$ cat src/pkg/efpc_regs.vh
// Register map, field positions, reset values and timing for the synthesizer control block
`ifndef EFPC_REGS_VH
`define EFPC_REGS_VH
`define EFPC_AW 5
`define EFPC_DW 24
`define EFPC_REG_ID 5'h00
`define EFPC_REG_PWR 5'h01
`define EFPC_REG_INT 5'h03
`define EFPC_REG_FRAC 5'h04
`define EFPC_REG_EXACT 5'h0C
`define EFPC_REG_SEED 5'h1A
`define EFPC_PWR_PIN_BIT 0
`define EFPC_PWR_SW_BIT 1
`define EFPC_RPTR_MSB 4
`define EFPC_RST_ID 24'h000000
`define EFPC_RST_PWR 24'h000001
`define EFPC_RST_INT 24'h000014
`define EFPC_RST_FRAC 24'h000000
`define EFPC_RST_EXACT 24'h000000
`define EFPC_RST_SEED 24'h000000
`define EFPC_INT_MIN 24'h000014
`define EFPC_POR_NS 250000
`define EFPC_CLK_NS 100
`define EFPC_POR_W 12
`endif

$ cat src/rtl/efpc_top.v
// Register file, seed reload and power-down control of the fractional-N synthesizer
// Notes on behaviour
// - Channel mode: only fractional word rewritten
// - Seed sets accumulator start phase, exact mode
// - New fractional word reloads seed in exact mode
// - Power-on reset holds defaults for 250us
// - Write to register zero soft-resets
// - Pin control set: enable pin low powers down
// - Pin control clear: software bit decides
// - Register port works during power down
// - Fractional word is value over 2^24
// - Integer divider holds ratio, minimum 20
`timescale 1ns/1ps
`default_nettype none
`include "efpc_regs.vh"
module efpc_top (
    input wire mclk,
    input wire nrst,
    input wire wr_en,
    input wire [`EFPC_AW-1:0] wr_addr,
    input wire [`EFPC_DW-1:0] wr_data,
    input wire rd_en,
    output reg [`EFPC_DW-1:0] rd_data,
    input wire power_enable_pin,
    output reg power_down,
    output reg por_busy,
    output reg [`EFPC_DW-1:0] int_ratio,
    output reg [`EFPC_DW-1:0] frac_word,
    output reg [`EFPC_DW-1:0] exact_div,
    output reg exact_mode,
    output reg [`EFPC_DW-1:0] digital_phase_accumulator,
    output reg seed_load
);
    // ==========================================================
    // Power-on timing
    // Rounded up so the hold is never shorter than the stated time
    localparam [31:0] POR_CYC = (`EFPC_POR_NS + `EFPC_CLK_NS - 1) / `EFPC_CLK_NS;
    localparam [`EFPC_POR_W-1:0] POR_LAST = POR_CYC[`EFPC_POR_W-1:0]
        - {{(`EFPC_POR_W-1){1'b0}}, 1'b1};
    reg [`EFPC_POR_W-1:0] por_cnt;
    reg [`EFPC_DW-1:0] id_reg;
    reg [`EFPC_DW-1:0] pwr_reg;
    reg [`EFPC_DW-1:0] seed_reg;
    wire pin_sync;
    reg [`EFPC_DW-1:0] next_rd_data;
    reg next_power_down;
    wire do_wr;
    wire soft_rst;

    efpc_sync2 u_pin_sync (
        .mclk(mclk),
        .nrst(nrst),
        .din(power_enable_pin),
        .dout(pin_sync)
    );

    always @(posedge mclk or negedge nrst) begin
        if (!nrst) begin
            por_cnt <= {`EFPC_POR_W{1'b0}};
            por_busy <= 1'b1;
        end else if (por_busy) begin
            if (por_cnt == POR_LAST)
                por_busy <= 1'b0;
            else
                por_cnt <= por_cnt + 1'b1;
        end
    end

    // ==========================================================
    // Write decode
    wire load_dflt;
    wire wr_pwr;
    wire wr_int;
    wire wr_frac;
    wire wr_exact;
    wire wr_seed;
    wire int_low;
    // Writes during the power-on hold are dropped so defaults settle first
    assign do_wr = wr_en && !por_busy;
    assign soft_rst = do_wr && (wr_addr == `EFPC_REG_ID);
    assign load_dflt = por_busy || soft_rst;
    // Unmapped addresses decode to no strobe and are dropped silently
    assign wr_pwr = do_wr && (wr_addr == `EFPC_REG_PWR);
    assign wr_int = do_wr && (wr_addr == `EFPC_REG_INT);
    assign wr_frac = do_wr && (wr_addr == `EFPC_REG_FRAC);
    assign wr_exact = do_wr && (wr_addr == `EFPC_REG_EXACT);
    assign wr_seed = do_wr && (wr_addr == `EFPC_REG_SEED);
    assign int_low = (wr_data < `EFPC_INT_MIN);

    // ==========================================================
    // Register file, one process per register
    // read pointer kept
    always @(posedge mclk or negedge nrst) begin
        if (!nrst) begin
            id_reg <= `EFPC_RST_ID;
        end else if (por_busy) begin
            id_reg <= `EFPC_RST_ID;
        end else if (soft_rst) begin
            id_reg <= {{(`EFPC_DW-`EFPC_RPTR_MSB-1){1'b0}}, wr_data[`EFPC_RPTR_MSB:0]};
        end
    end

    always @(posedge mclk or negedge nrst) begin
        if (!nrst) begin
            pwr_reg <= `EFPC_RST_PWR;
        end else if (load_dflt) begin
            pwr_reg <= `EFPC_RST_PWR;
        end else if (wr_pwr) begin
            pwr_reg <= wr_data;
        end
    end

    always @(posedge mclk or negedge nrst) begin
        if (!nrst) begin
            int_ratio <= `EFPC_RST_INT;
        end else if (load_dflt) begin
            int_ratio <= `EFPC_RST_INT;
        end else if (wr_int) begin
            if (int_low)
                int_ratio <= `EFPC_INT_MIN;
            else
                int_ratio <= wr_data;
        end
    end

    always @(posedge mclk or negedge nrst) begin
        if (!nrst) begin
            frac_word <= `EFPC_RST_FRAC;
        end else if (load_dflt) begin
            frac_word <= `EFPC_RST_FRAC;
        end else if (wr_frac) begin
            frac_word <= wr_data;
        end
    end

    always @(posedge mclk or negedge nrst) begin
        if (!nrst) begin
            exact_div <= `EFPC_RST_EXACT;
        end else if (load_dflt) begin
            exact_div <= `EFPC_RST_EXACT;
        end else if (wr_exact) begin
            exact_div <= wr_data;
        end
    end

    always @(posedge mclk or negedge nrst) begin
        if (!nrst) begin
            seed_reg <= `EFPC_RST_SEED;
        end else if (load_dflt) begin
            seed_reg <= `EFPC_RST_SEED;
        end else if (wr_seed) begin
            seed_reg <= wr_data;
        end
    end

    // ==========================================================
    // Seed reload into the phase accumulator
    always @(posedge mclk or negedge nrst) begin
        if (!nrst) begin
            exact_mode <= 1'b0;
            seed_load <= 1'b0;
            digital_phase_accumulator <= `EFPC_RST_SEED;
        end else begin
            exact_mode <= (exact_div != `EFPC_RST_EXACT);
            seed_load <= wr_frac && (exact_div != `EFPC_RST_EXACT);
            // Reload a cycle after the write so a seed written just before is used
            if (seed_load)
                digital_phase_accumulator <= seed_reg;
            else if (load_dflt)
                digital_phase_accumulator <= `EFPC_RST_SEED;
        end
    end

    // ==========================================================
    // Power down and readback
    always @* begin
        if (pwr_reg[`EFPC_PWR_PIN_BIT])
            next_power_down = !pin_sync;
        else
            next_power_down = pwr_reg[`EFPC_PWR_SW_BIT];
        // Readback follows the pointer in register zero, not the write address
        // Nothing here is gated by power down, so the host can always read back
        case (id_reg[`EFPC_RPTR_MSB:0])
            `EFPC_REG_ID: next_rd_data = id_reg;
            `EFPC_REG_PWR: next_rd_data = pwr_reg;
            `EFPC_REG_INT: next_rd_data = int_ratio;
            `EFPC_REG_FRAC: next_rd_data = frac_word;
            `EFPC_REG_EXACT: next_rd_data = exact_div;
            `EFPC_REG_SEED: next_rd_data = seed_reg;
            default: next_rd_data = {`EFPC_DW{1'b0}};
        endcase
    end

    // port never gated by power down
    always @(posedge mclk or negedge nrst) begin
        if (!nrst) begin
            power_down <= 1'b0;
            rd_data <= {`EFPC_DW{1'b0}};
        end else begin
            power_down <= next_power_down;
            if (rd_en)
                rd_data <= next_rd_data;
        end
    end
endmodule // efpc_top
`default_nettype wire

$ cat src/rtl/efpc_sync2.v
// Two-flop synchroniser for one asynchronous level
`timescale 1ns/1ps
`default_nettype none
module efpc_sync2 (
    input wire mclk,
    input wire nrst,
    input wire din,
    output reg dout
);
    reg stage1;
    always @(posedge mclk or negedge nrst) begin
        // Resets to the run level of the enable pin, so power down does not pulse after reset
        if (!nrst) begin
            stage1 <= 1'b1;
            dout <= 1'b1;
        end else begin
            stage1 <= din;
            dout <= stage1;
        end
    end
endmodule // efpc_sync2
`default_nettype wire

$ cat config.mk
export PLATFORM = sky130hd
export DESIGN_NAME = efpc_top
export DESIGN_NICKNAME = d
export VERILOG_FILES = /design/src/rtl/efpc_top.v /design/src/rtl/efpc_sync2.v
export VERILOG_INCLUDE_DIRS = /design/src /design/src/pkg
export SDC_FILE = /design/constraint.sdc
export NUM_CORES = 1
export LEC_CHECK = 0
export BUFFER_PORTS_ARGS = -buffer_cell sky130_fd_sc_hd__buf_2
export CORE_UTILIZATION = 60
export CTS_CLUSTER_DIAMETER = 80
export DETAILED_ROUTE_END_ITERATION = 10
export PLACE_DENSITY_LB_ADDON = 0.12
export SLEW_MARGIN = 10
export SYNTH_ARGS = -nofsm -noshare
export SYNTH_HDL_FRONTEND = slang
export SYNTH_SLANG_ARGS = --single-unit
export TNS_END_PERCENT = 1
$ cat constraint.sdc
create_clock -name mclk -period 3.82 [get_ports mclk]
set_input_delay 0.382 -clock mclk [delete_from_list [all_inputs] [get_ports mclk]]
set_output_delay 0.382 -clock mclk [all_outputs]
set_load 0.01 [all_outputs]
* Word level (Yosys, flattened, before mapping) *
Cells that the tools add are included.

storage, ports and cells
  flip-flop bits (word level) = 210
  bits of input ports = 34
  output and inout port bits = 124
  word-level logic and storage cells = 70

cells by class
  $add $sub $neg = 1
  order comparisons = 1
  equal/unequal tests = 11
  mux-type cells = 19
  bitwise gates (word level) = 1
  reductions and logical operators = 22

operators by type and width
  cell                     number
  $mux W24                 15
  $pmux W24 S6             1
  $lt A24 B5 Y1 const B    1
  $reduce_bool A24 Y1      1
  $reduce_bool A2 Y1       7
  $add A12 B1 Y12 const B  1
  $eq A12 B12 Y1 const B   1
  $eq A5 B1 Y1 const B     2
  $eq A5 B2 Y1 const B     2
  $eq A5 B3 Y1 const B     2
  $eq A5 B4 Y1 const B     2
  $eq A5 B5 Y1 const B     2
  $logic_not A5 Y1         2
  $logic_and A1 B1 Y1      8
  $mux W1                  3
  $logic_not A1 Y1         2
  $reduce_and A2 Y1        1
  $logic_or A1 B1 Y1       1
  $not A1 Y1               1

* Logic depth before layout (Yosys ltp) *
Gate-level depths: netlist of the first run.

  depth in word-level cells = 6
  depth in mapped cells = 7

* Hierarchy *
Synthesis of the first run repeated with hierarchy kept, for this count alone.

second synthesis, totals
  cell total of the unflattened synthesis = 815
  area total of the unflattened synthesis = 8,653.3 um^2

modules (own cells, without submodules)
  module      instances  cells an instance  area an instance (um^2)
  efpc_top    1          813                8,600.7
  efpc_sync2  1          2                  52.6

* Worst setup path after synthesis of the first run *
OpenSTA, ideal clock, no wires.

  path type = reg2reg
  start point = reg id_reg[3]
  end point = reg rd_data[13]
  setup time = 0.135 ns
  arrival time = 1.666 ns
  slack = 2.019 ns
  stages on the path, launching flop included = 7
  path buffers = 2
  period minus slack after synthesis = 1.801 ns
  cells stage by stage = dfrtp_1 > buf_2 > clkbuf_1 > mux2_2 > a32o_1 > a221oi_1 > o22ai_1

on the way
  word-level cells in the longest chain between the ends = 2

RTL lines
  what                                        RTL line        text
  from (decl)                                 efpc_top.v:41   reg [`EFPC_DW-1:0] id_reg;
  from (signal assigned)                      efpc_top.v:95   id_reg <= `EFPC_RST_ID;
  from (signal assigned)                      efpc_top.v:97   id_reg <= `EFPC_RST_ID;
  from (signal assigned)                      efpc_top.v:99   id_reg <= {{(`EFPC_DW-`EFPC_RPTR_MSB-1){1'b0}}, wr_data[`EFPC_RPTR_MSB:0]};
  $eq A5 B5 Y1, or another cell as far along  efpc_top.v:183  case (id_reg[`EFPC_RPTR_MSB:0])
  $pmux W24 S6 *                              efpc_top.v:183
  to (signal assigned)                        efpc_top.v:198  rd_data <= {`EFPC_DW{1'b0}};
  to (signal assigned)                        efpc_top.v:202  rd_data <= next_rd_data;
  to (decl)                                   efpc_top.v:23   output reg [`EFPC_DW-1:0] rd_data,

Every way passes the cells marked *; elsewhere a longest branch is shown, timed or not.
A chain may end at the register's enable or synchronous reset.

* Worst setup path in the final report of the first run *
  start point = reg id_reg[3]
  end point = reg rd_data[20]

The elaborated chain is that of the path after synthesis.

==> impl_results.md, run 1 <==
* Status: completed
* Yosys reg bits at 191
* Critical Path Sink Type: register
* Largest net degree at the start of global routing at 92
* Mapped Area at 8650 um^2
* Yosys warns at 0
* Fin util at 72.4%
* Fin area at 10100 um^2
* # diodes at 0
* CTS root buf: clkbuf_16
* Startpoint Class: register
* Placed cell count at 1106
* Ports at 158
* Core Area at 14000 um^2
* Clk_skew at 0.00796 ns
* Die W at 122 um
* Slew at the pin closest to its max-slew limit at 1.18 ns
* Largest family of logic cells by synthesized area: simple AND/OR/NAND/NOR gates
* Core Rows at 43
* Overall power at 5.67 mW
* First-pass DRT Iterations at 5
* Final Wtd Congestion at 0.876
* Fmax at 0.357 GHz
* CTS sink cnt at 191
* Final std cells w/o fill at 1139
* Detailed-route DRC error count at 0
* Place WS at 1.15 ns
* Via density at 6.33
* Crit path time final at 2.80 ns
* Ys async rst share at 100%
* RSZ-0062 raised after global routing: false
* Worst-Skew Late Latency at 0.44 ns
* Adder-cell area share of the yosys netlist at 0.145%
* Avg Cell Area, Syn at 10.6 um^2
* Post-synthesis simple-gate area fraction at 14.2%
* Layout cells sized above 1 at 26.2%
* Area grow syn2layout at 17.0%
* Rel. slew slack at 20.7%
* Multiplexer share of the synthesized area at 11.7%
* Worst hold stages at 1
* Critical Path Fanout Max at 28
* Pwr dens at 560 nW/um^2
* Synth unique cells at 49
* Peak VDD IR at 0.352 mV
* Worst Path Arrival at 3.16 ns
* Post-synth EDFFs at 0
* Synthesized Nets at 850
* Final Max Tran Viols at 0
* Port Buf Inserts at 157
* Most common cell after layout, fill and taps aside: dfrtp_1
* Critical path class: register to register
* Lkg Pwr at 5.13 nW
* Most frequent cells in the layout: 184 x dfrtp_1, 156 x buf_2, 145 x nand2_1, 80 x nor2_1, 72 x mux2i_1
* Compound-gate portion of the synthesized area at 12.5%
* Initial core utilization at 61.9%
* Deepest clock path buffer count at 2
* Final WL at 25.2 mm
* CTS Buf Count at 17
* Post_cts resized at 0
* Reg2reg path depth at 5
* H-Tree Depth at 4
* Post-Syn Instances at 815
* Total congestion overflow at 0
* Min-delay worst type: input port to register
* Post-Route Setup TNS at 0 ns
* Final Cycle Share at 73.4%
* Synth Area in XOR/XNOR at 1.11%
* Setup ws final at 1.02 ns
* Clk slew on worst S/H paths at 0.07 ns
* Hold WS at 0.0419 ns
* Final-report hold violation count at 0
* Antenna-violating nets left at 0
* CTS tree: built
* Final HPWL DP at 16.9 mm
* Drt wl/cell at 22.1 um
* Req. time, crit path at 4.18 ns
* Max Cap Viol at 0
* Total Routing Usage GR at 35.6%
* Antenna violations before repair at 0
* Layout Nets at 981
* Die Height at 122 um
* Top FF cell, synth: dfrtp_1
* # setup viols final at 0
* Routed vias at 7212
* DIE AREA at 14900 um^2
* Post-synthesis sequential area ratio at 55.3%
* Post-DP Area at 9490 um^2
* Vias in the first global route at 7101
* Global-route wire length before repair at 39.2 mm
* DRT iter0 DRCs at 890
==> worst paths after layout <==
| kind | from | end | slack (ns) |
|---|---|---|---|
| max | id_reg[3] | rd_data[20] | 1.02 |
| min in group asynchronous | nrst | frac_word[15] | 0.46 |
| min reg2reg | u_pin_sync.stage1 | u_pin_sync.dout | 0.36 |
| max reg2reg | id_reg[3] | rd_data[20] | 1.02 |
| min | power_enable_pin | u_pin_sync.stage1 | 0.04 |
| max in group asynchronous | nrst | digital_phase_accumulator[7] | 2.41 |
==> worst max-delay path: stages, from the launching register on <==
cell      delay (ns)
dfrtp_1         0.82
nand2b_1        0.41
nor4_4          0.90
buf_4           0.35
a221oi_1        0.11
o22ai_1         0.13
==> metal layers <==
layer  track usage [%]  wire length [um]  vias up
met5                 0                 0        -
met4              19.1              1130        0
met3              5.99              2070       91
met2              57.0             12300      428
met1              46.6              9710     3569
li1                  -                 -     3124
==> final cells by class <==
class | instances | area (um^2)
flip-flops and latches | 191 | 4790
repair buffers | 171 | 927
clock inverters | 14 | 191
inverters | 24 | 90.1
multi-input cells | 541 | 3470
fillers | 1036 | 3860
well taps | 180 | 225
clock buffers | 18 | 439
==> where the power goes <==
part,switching [mW],total [mW],internal [mW]
clock,0.782,1.89,1.11
combinational,0.603,1.07,0.466
sequential,0.348,2.71,2.36
==> cell usage after synthesis, drive strengths merged, types with 4 or more instances <==
library cell | count | area, um^2
a22o | 5 | 43.8
nand3 | 10 | 62.6
a21oi | 44 | 220
mux2i | 72 | 721
mux2 | 26 | 293
nor2 | 80 | 300
a221oi | 24 | 248
nor4 | 11 | 75.1
nor3 | 4 | 20.0
clkbuf | 17 | 63.8
nand2 | 145 | 544
xor2 | 7 | 61.3
dfstp | 6 | 158
nand4 | 4 | 25.0
buf | 42 | 283
nor2b | 4 | 25.0
o22ai | 24 | 150
o21ai | 28 | 140
a32o | 24 | 240
inv | 24 | 90.1
dfrtp | 185 | 4630
xnor2 | 4 | 35.0
==> repair_timing <==
item	4_1_cts	5_1_grt
buffers inserted	0	0
hold buffers	1	0
endpoints found under the hold margin	54	0
==> cell families after synthesis <==
logic type / Yosys count
adder cells (fa/ha/maj): 1
AND/OR/NAND/NOR: 277
multiplexers: 98
XOR/XNOR: 11
buffers and inverters: 83
flip-flops: 191
AO/OA/AOI/OAI: 154
(Power assumes the default switching activity.)
==> run 2: changes to the inputs <==
Settings changed: CORE_UTILIZATION 60 to 56.
Clock period 3.82 ns to 2.7 ns, I/O delays scaled along.
==> impl_results.md, run 2 (synthesized netlist as in run 1, its figures left out) <==
* DRT iter0 DRCs at 556 (-38%)
* First-pass DRT Iterations at 7 (+2)
* # diodes at 0 (unchanged)
* CTS Buf Count at 17 (unchanged)
* Worst r2r dst: rd_data[4]
* Via density at 6.16 (-2.7%)
* Core Area at 15100 um^2 (+8.3%)
* Critical Path Start: id_reg[1]
* Top Usage Layer GRT: met2
* Routed vias at 7109 (-1.4%)
* Layout cells sized above 1 at 26.3% (+0.12 points)
* Fmax at 0.425 GHz (+19%)
* Fin area at 10200 um^2 (+0.69%)
* Min-delay src: wr_data[10]
* Post-DP Area at 9560 um^2 (+0.82%)
* Global-route wire length before repair at 39.2 mm (about the same)
* Post_cts resized at 0 (unchanged)
* Pwr dens at 777 nW/um^2 (+39%)
* Startpoint Class: register
* Critical R2R Launch: id_reg[1]
* Slew at the pin closest to its max-slew limit at 0.967 ns (-0.214 ns)
* Clk slew on worst S/H paths at 0.07 ns (about the same)
* CTS root buf: clkbuf_16
* Worst R2R Setup Slack at 0.35 ns (-0.67 ns)
* Worst Path Arrival at 2.69 ns (-0.47 ns)
* Worst path cell trace: nor2b_1, nor3b_2, buf_4, a221oi_1, o22ai_1
* Reg2reg path depth at 5 (unchanged)
* Rel. slew slack at 35.4% (+15 points)
* Peak VDD IR at 0.514 mV (+46%)
* Hold_buf cts at 2 (+1)
* Most common cell after layout, fill and taps aside: dfrtp_1
* Vias in the first global route at 6916 (-2.6%)
* Area grow syn2layout at 17.9%
* Status: completed
* Final Max Tran Viols at 0 (unchanged)
* Worst hold stages at 3 (+2)
* Max Cap Viol at 0 (unchanged)
* Postcts setup bufs at 0 (unchanged)
* Clk_skew at 0.00775 ns (-0.000213 ns)
* # setup viols final at 0 (unchanged)
* Die W at 126 um (+3.5%)
* Antenna-violating nets left at 0 (unchanged)
* GRT met2 Usage at 54.0% (-3.0 points)
* Post-Route Setup TNS at 0 ns (unchanged)
* Critical Path Slowest Stage Cell: nor2b_1
* Largest stage delay, worst path at 0.81 ns (-0.09 ns)
* Hold Path Sink: pwr_reg[10]
* Min-delay worst type: input port to register
* Critical path class: register to register
* Drt wl/cell at 21.9 um (-1.2%)
* Deepest clock path buffer count at 2 (unchanged)
* CTS sink cnt at 191 (unchanged)
* H-Tree Depth at 4 (unchanged)
* Crit path time final at 2.35 ns (-0.450 ns)
* Buf+Inv Stages, Crit Path at 1 (unchanged)
* Detailed-route DRC error count at 0 (unchanged)
* Met3 Usage GRT at 6.24% (+0.25 points)
* Critical Path Fanout Max at 24 (-14%)
* Layout Nets at 988 (+0.71%)
* Ports at 158 (unchanged)
* Antenna violations before repair at 0 (unchanged)
* Final-report hold violation count at 0 (unchanged)
* Hold WS at 0.134 ns (+0.0918 ns)
* Worst-Skew Late Latency at 0.44 ns (about the same)
* DIE AREA at 16000 um^2 (+7.0%)
* Largest net degree at the start of global routing at 71 (-23%)
* Most frequent cells in the layout: 185 x dfrtp_1, 156 x buf_2, 145 x nand2_1, 80 x nor2_1, 72 x mux2i_1
* Met1 GRT Util at 42.6% (-4.0 points)
* RSZ-0062 raised after global routing: false
* CP top delay family: simple AND/OR/NAND/NOR gates
* Total Routing Usage GR at 32.7% (-2.9 points)
* Core Rows at 45 (+4.7%)
* Final Wtd Congestion at 0.862 (-1.6%)
* Lkg Pwr at 5.17 nW (+0.79%)
* Port Buf Inserts at 157 (unchanged)
* Die Height at 126 um (+3.5%)
* Req. time, crit path at 3.04 ns (-1.14 ns)
* Final HPWL DP at 17.2 mm (+1.7%)
* CTS tree: built
* Final Cycle Share at 87.2% (+14 points)
* Initial core utilization at 57.1% (-4.7 points)
* Final WL at 25.2 mm (+0.11%)
* Critical Path Sink Type: register
* Total congestion overflow at 0 (unchanged)
run 2: cell types whose count changed in the layout (fill, tap and decap cells not counted), sizes merged:
cell / previous run / this run
bufinv: 4 / 3
clkinvlp: 7 / 6
inv: 24 / 25
buf: 169 / 175
dlygate4sd3: 1 / 2
clkbuf: 19 / 20
run 2: area by class of cell:
| type | instances | area [um^2] |
|---|---|---|
| Clock buffer | 19 | 443 |
| Clock inverter | 13 | 163 |
| Fill cell | 1232 | 4950 |
| Inverter | 24 | 90.1 |
| Multi-Input combinational cell | 541 | 3470 |
| Sequential cell | 191 | 4790 |
| Tap cell | 188 | 235 |
| Timing Repair Buffer | 178 | 1010 |
run 2: layer usage:
layer / part of all wire, % / vias up
met4: 3.0 / 0
met2: 50 / 329
met1: 41 / 3591
li1: - / 3138
met5: 0 / -
met3: 6.6 / 51
run 2: worst max path at each step:
stage                        to  depth (start not counted)
detailed placement   rd_data[4]                          4
finish               rd_data[4]                          5
global route        rd_data[13]                          5
CTS                 rd_data[13]                          4
floorplan           rd_data[13]                          6
global placement    rd_data[11]                          4
run 2: through the flow:
stage,worst slack [ns],power (mW),instances,util (%)
after detailed placement,0.344,5.36,1120,63.1
after global placement,0.401,5.30,1120,63.1
after global routing,0.249,8.25,1154,67.3
final,0.346,7.92,1154,67.3
after CTS,0.278,7.93,1154,67.3
after floorplan,0.899,4.56,815,-
run 2: tightest hold or removal path: stages:
cell,delay [ns]
buf_2,0.14
nand2_1,0.06
a21oi_1,0.05
run 2: where the power goes:
part           total [mW]  switching [mW]  internal (mW)
combinational        1.53           0.862          0.666
sequential           3.81           0.472           3.34
clock                2.58            1.10           1.48
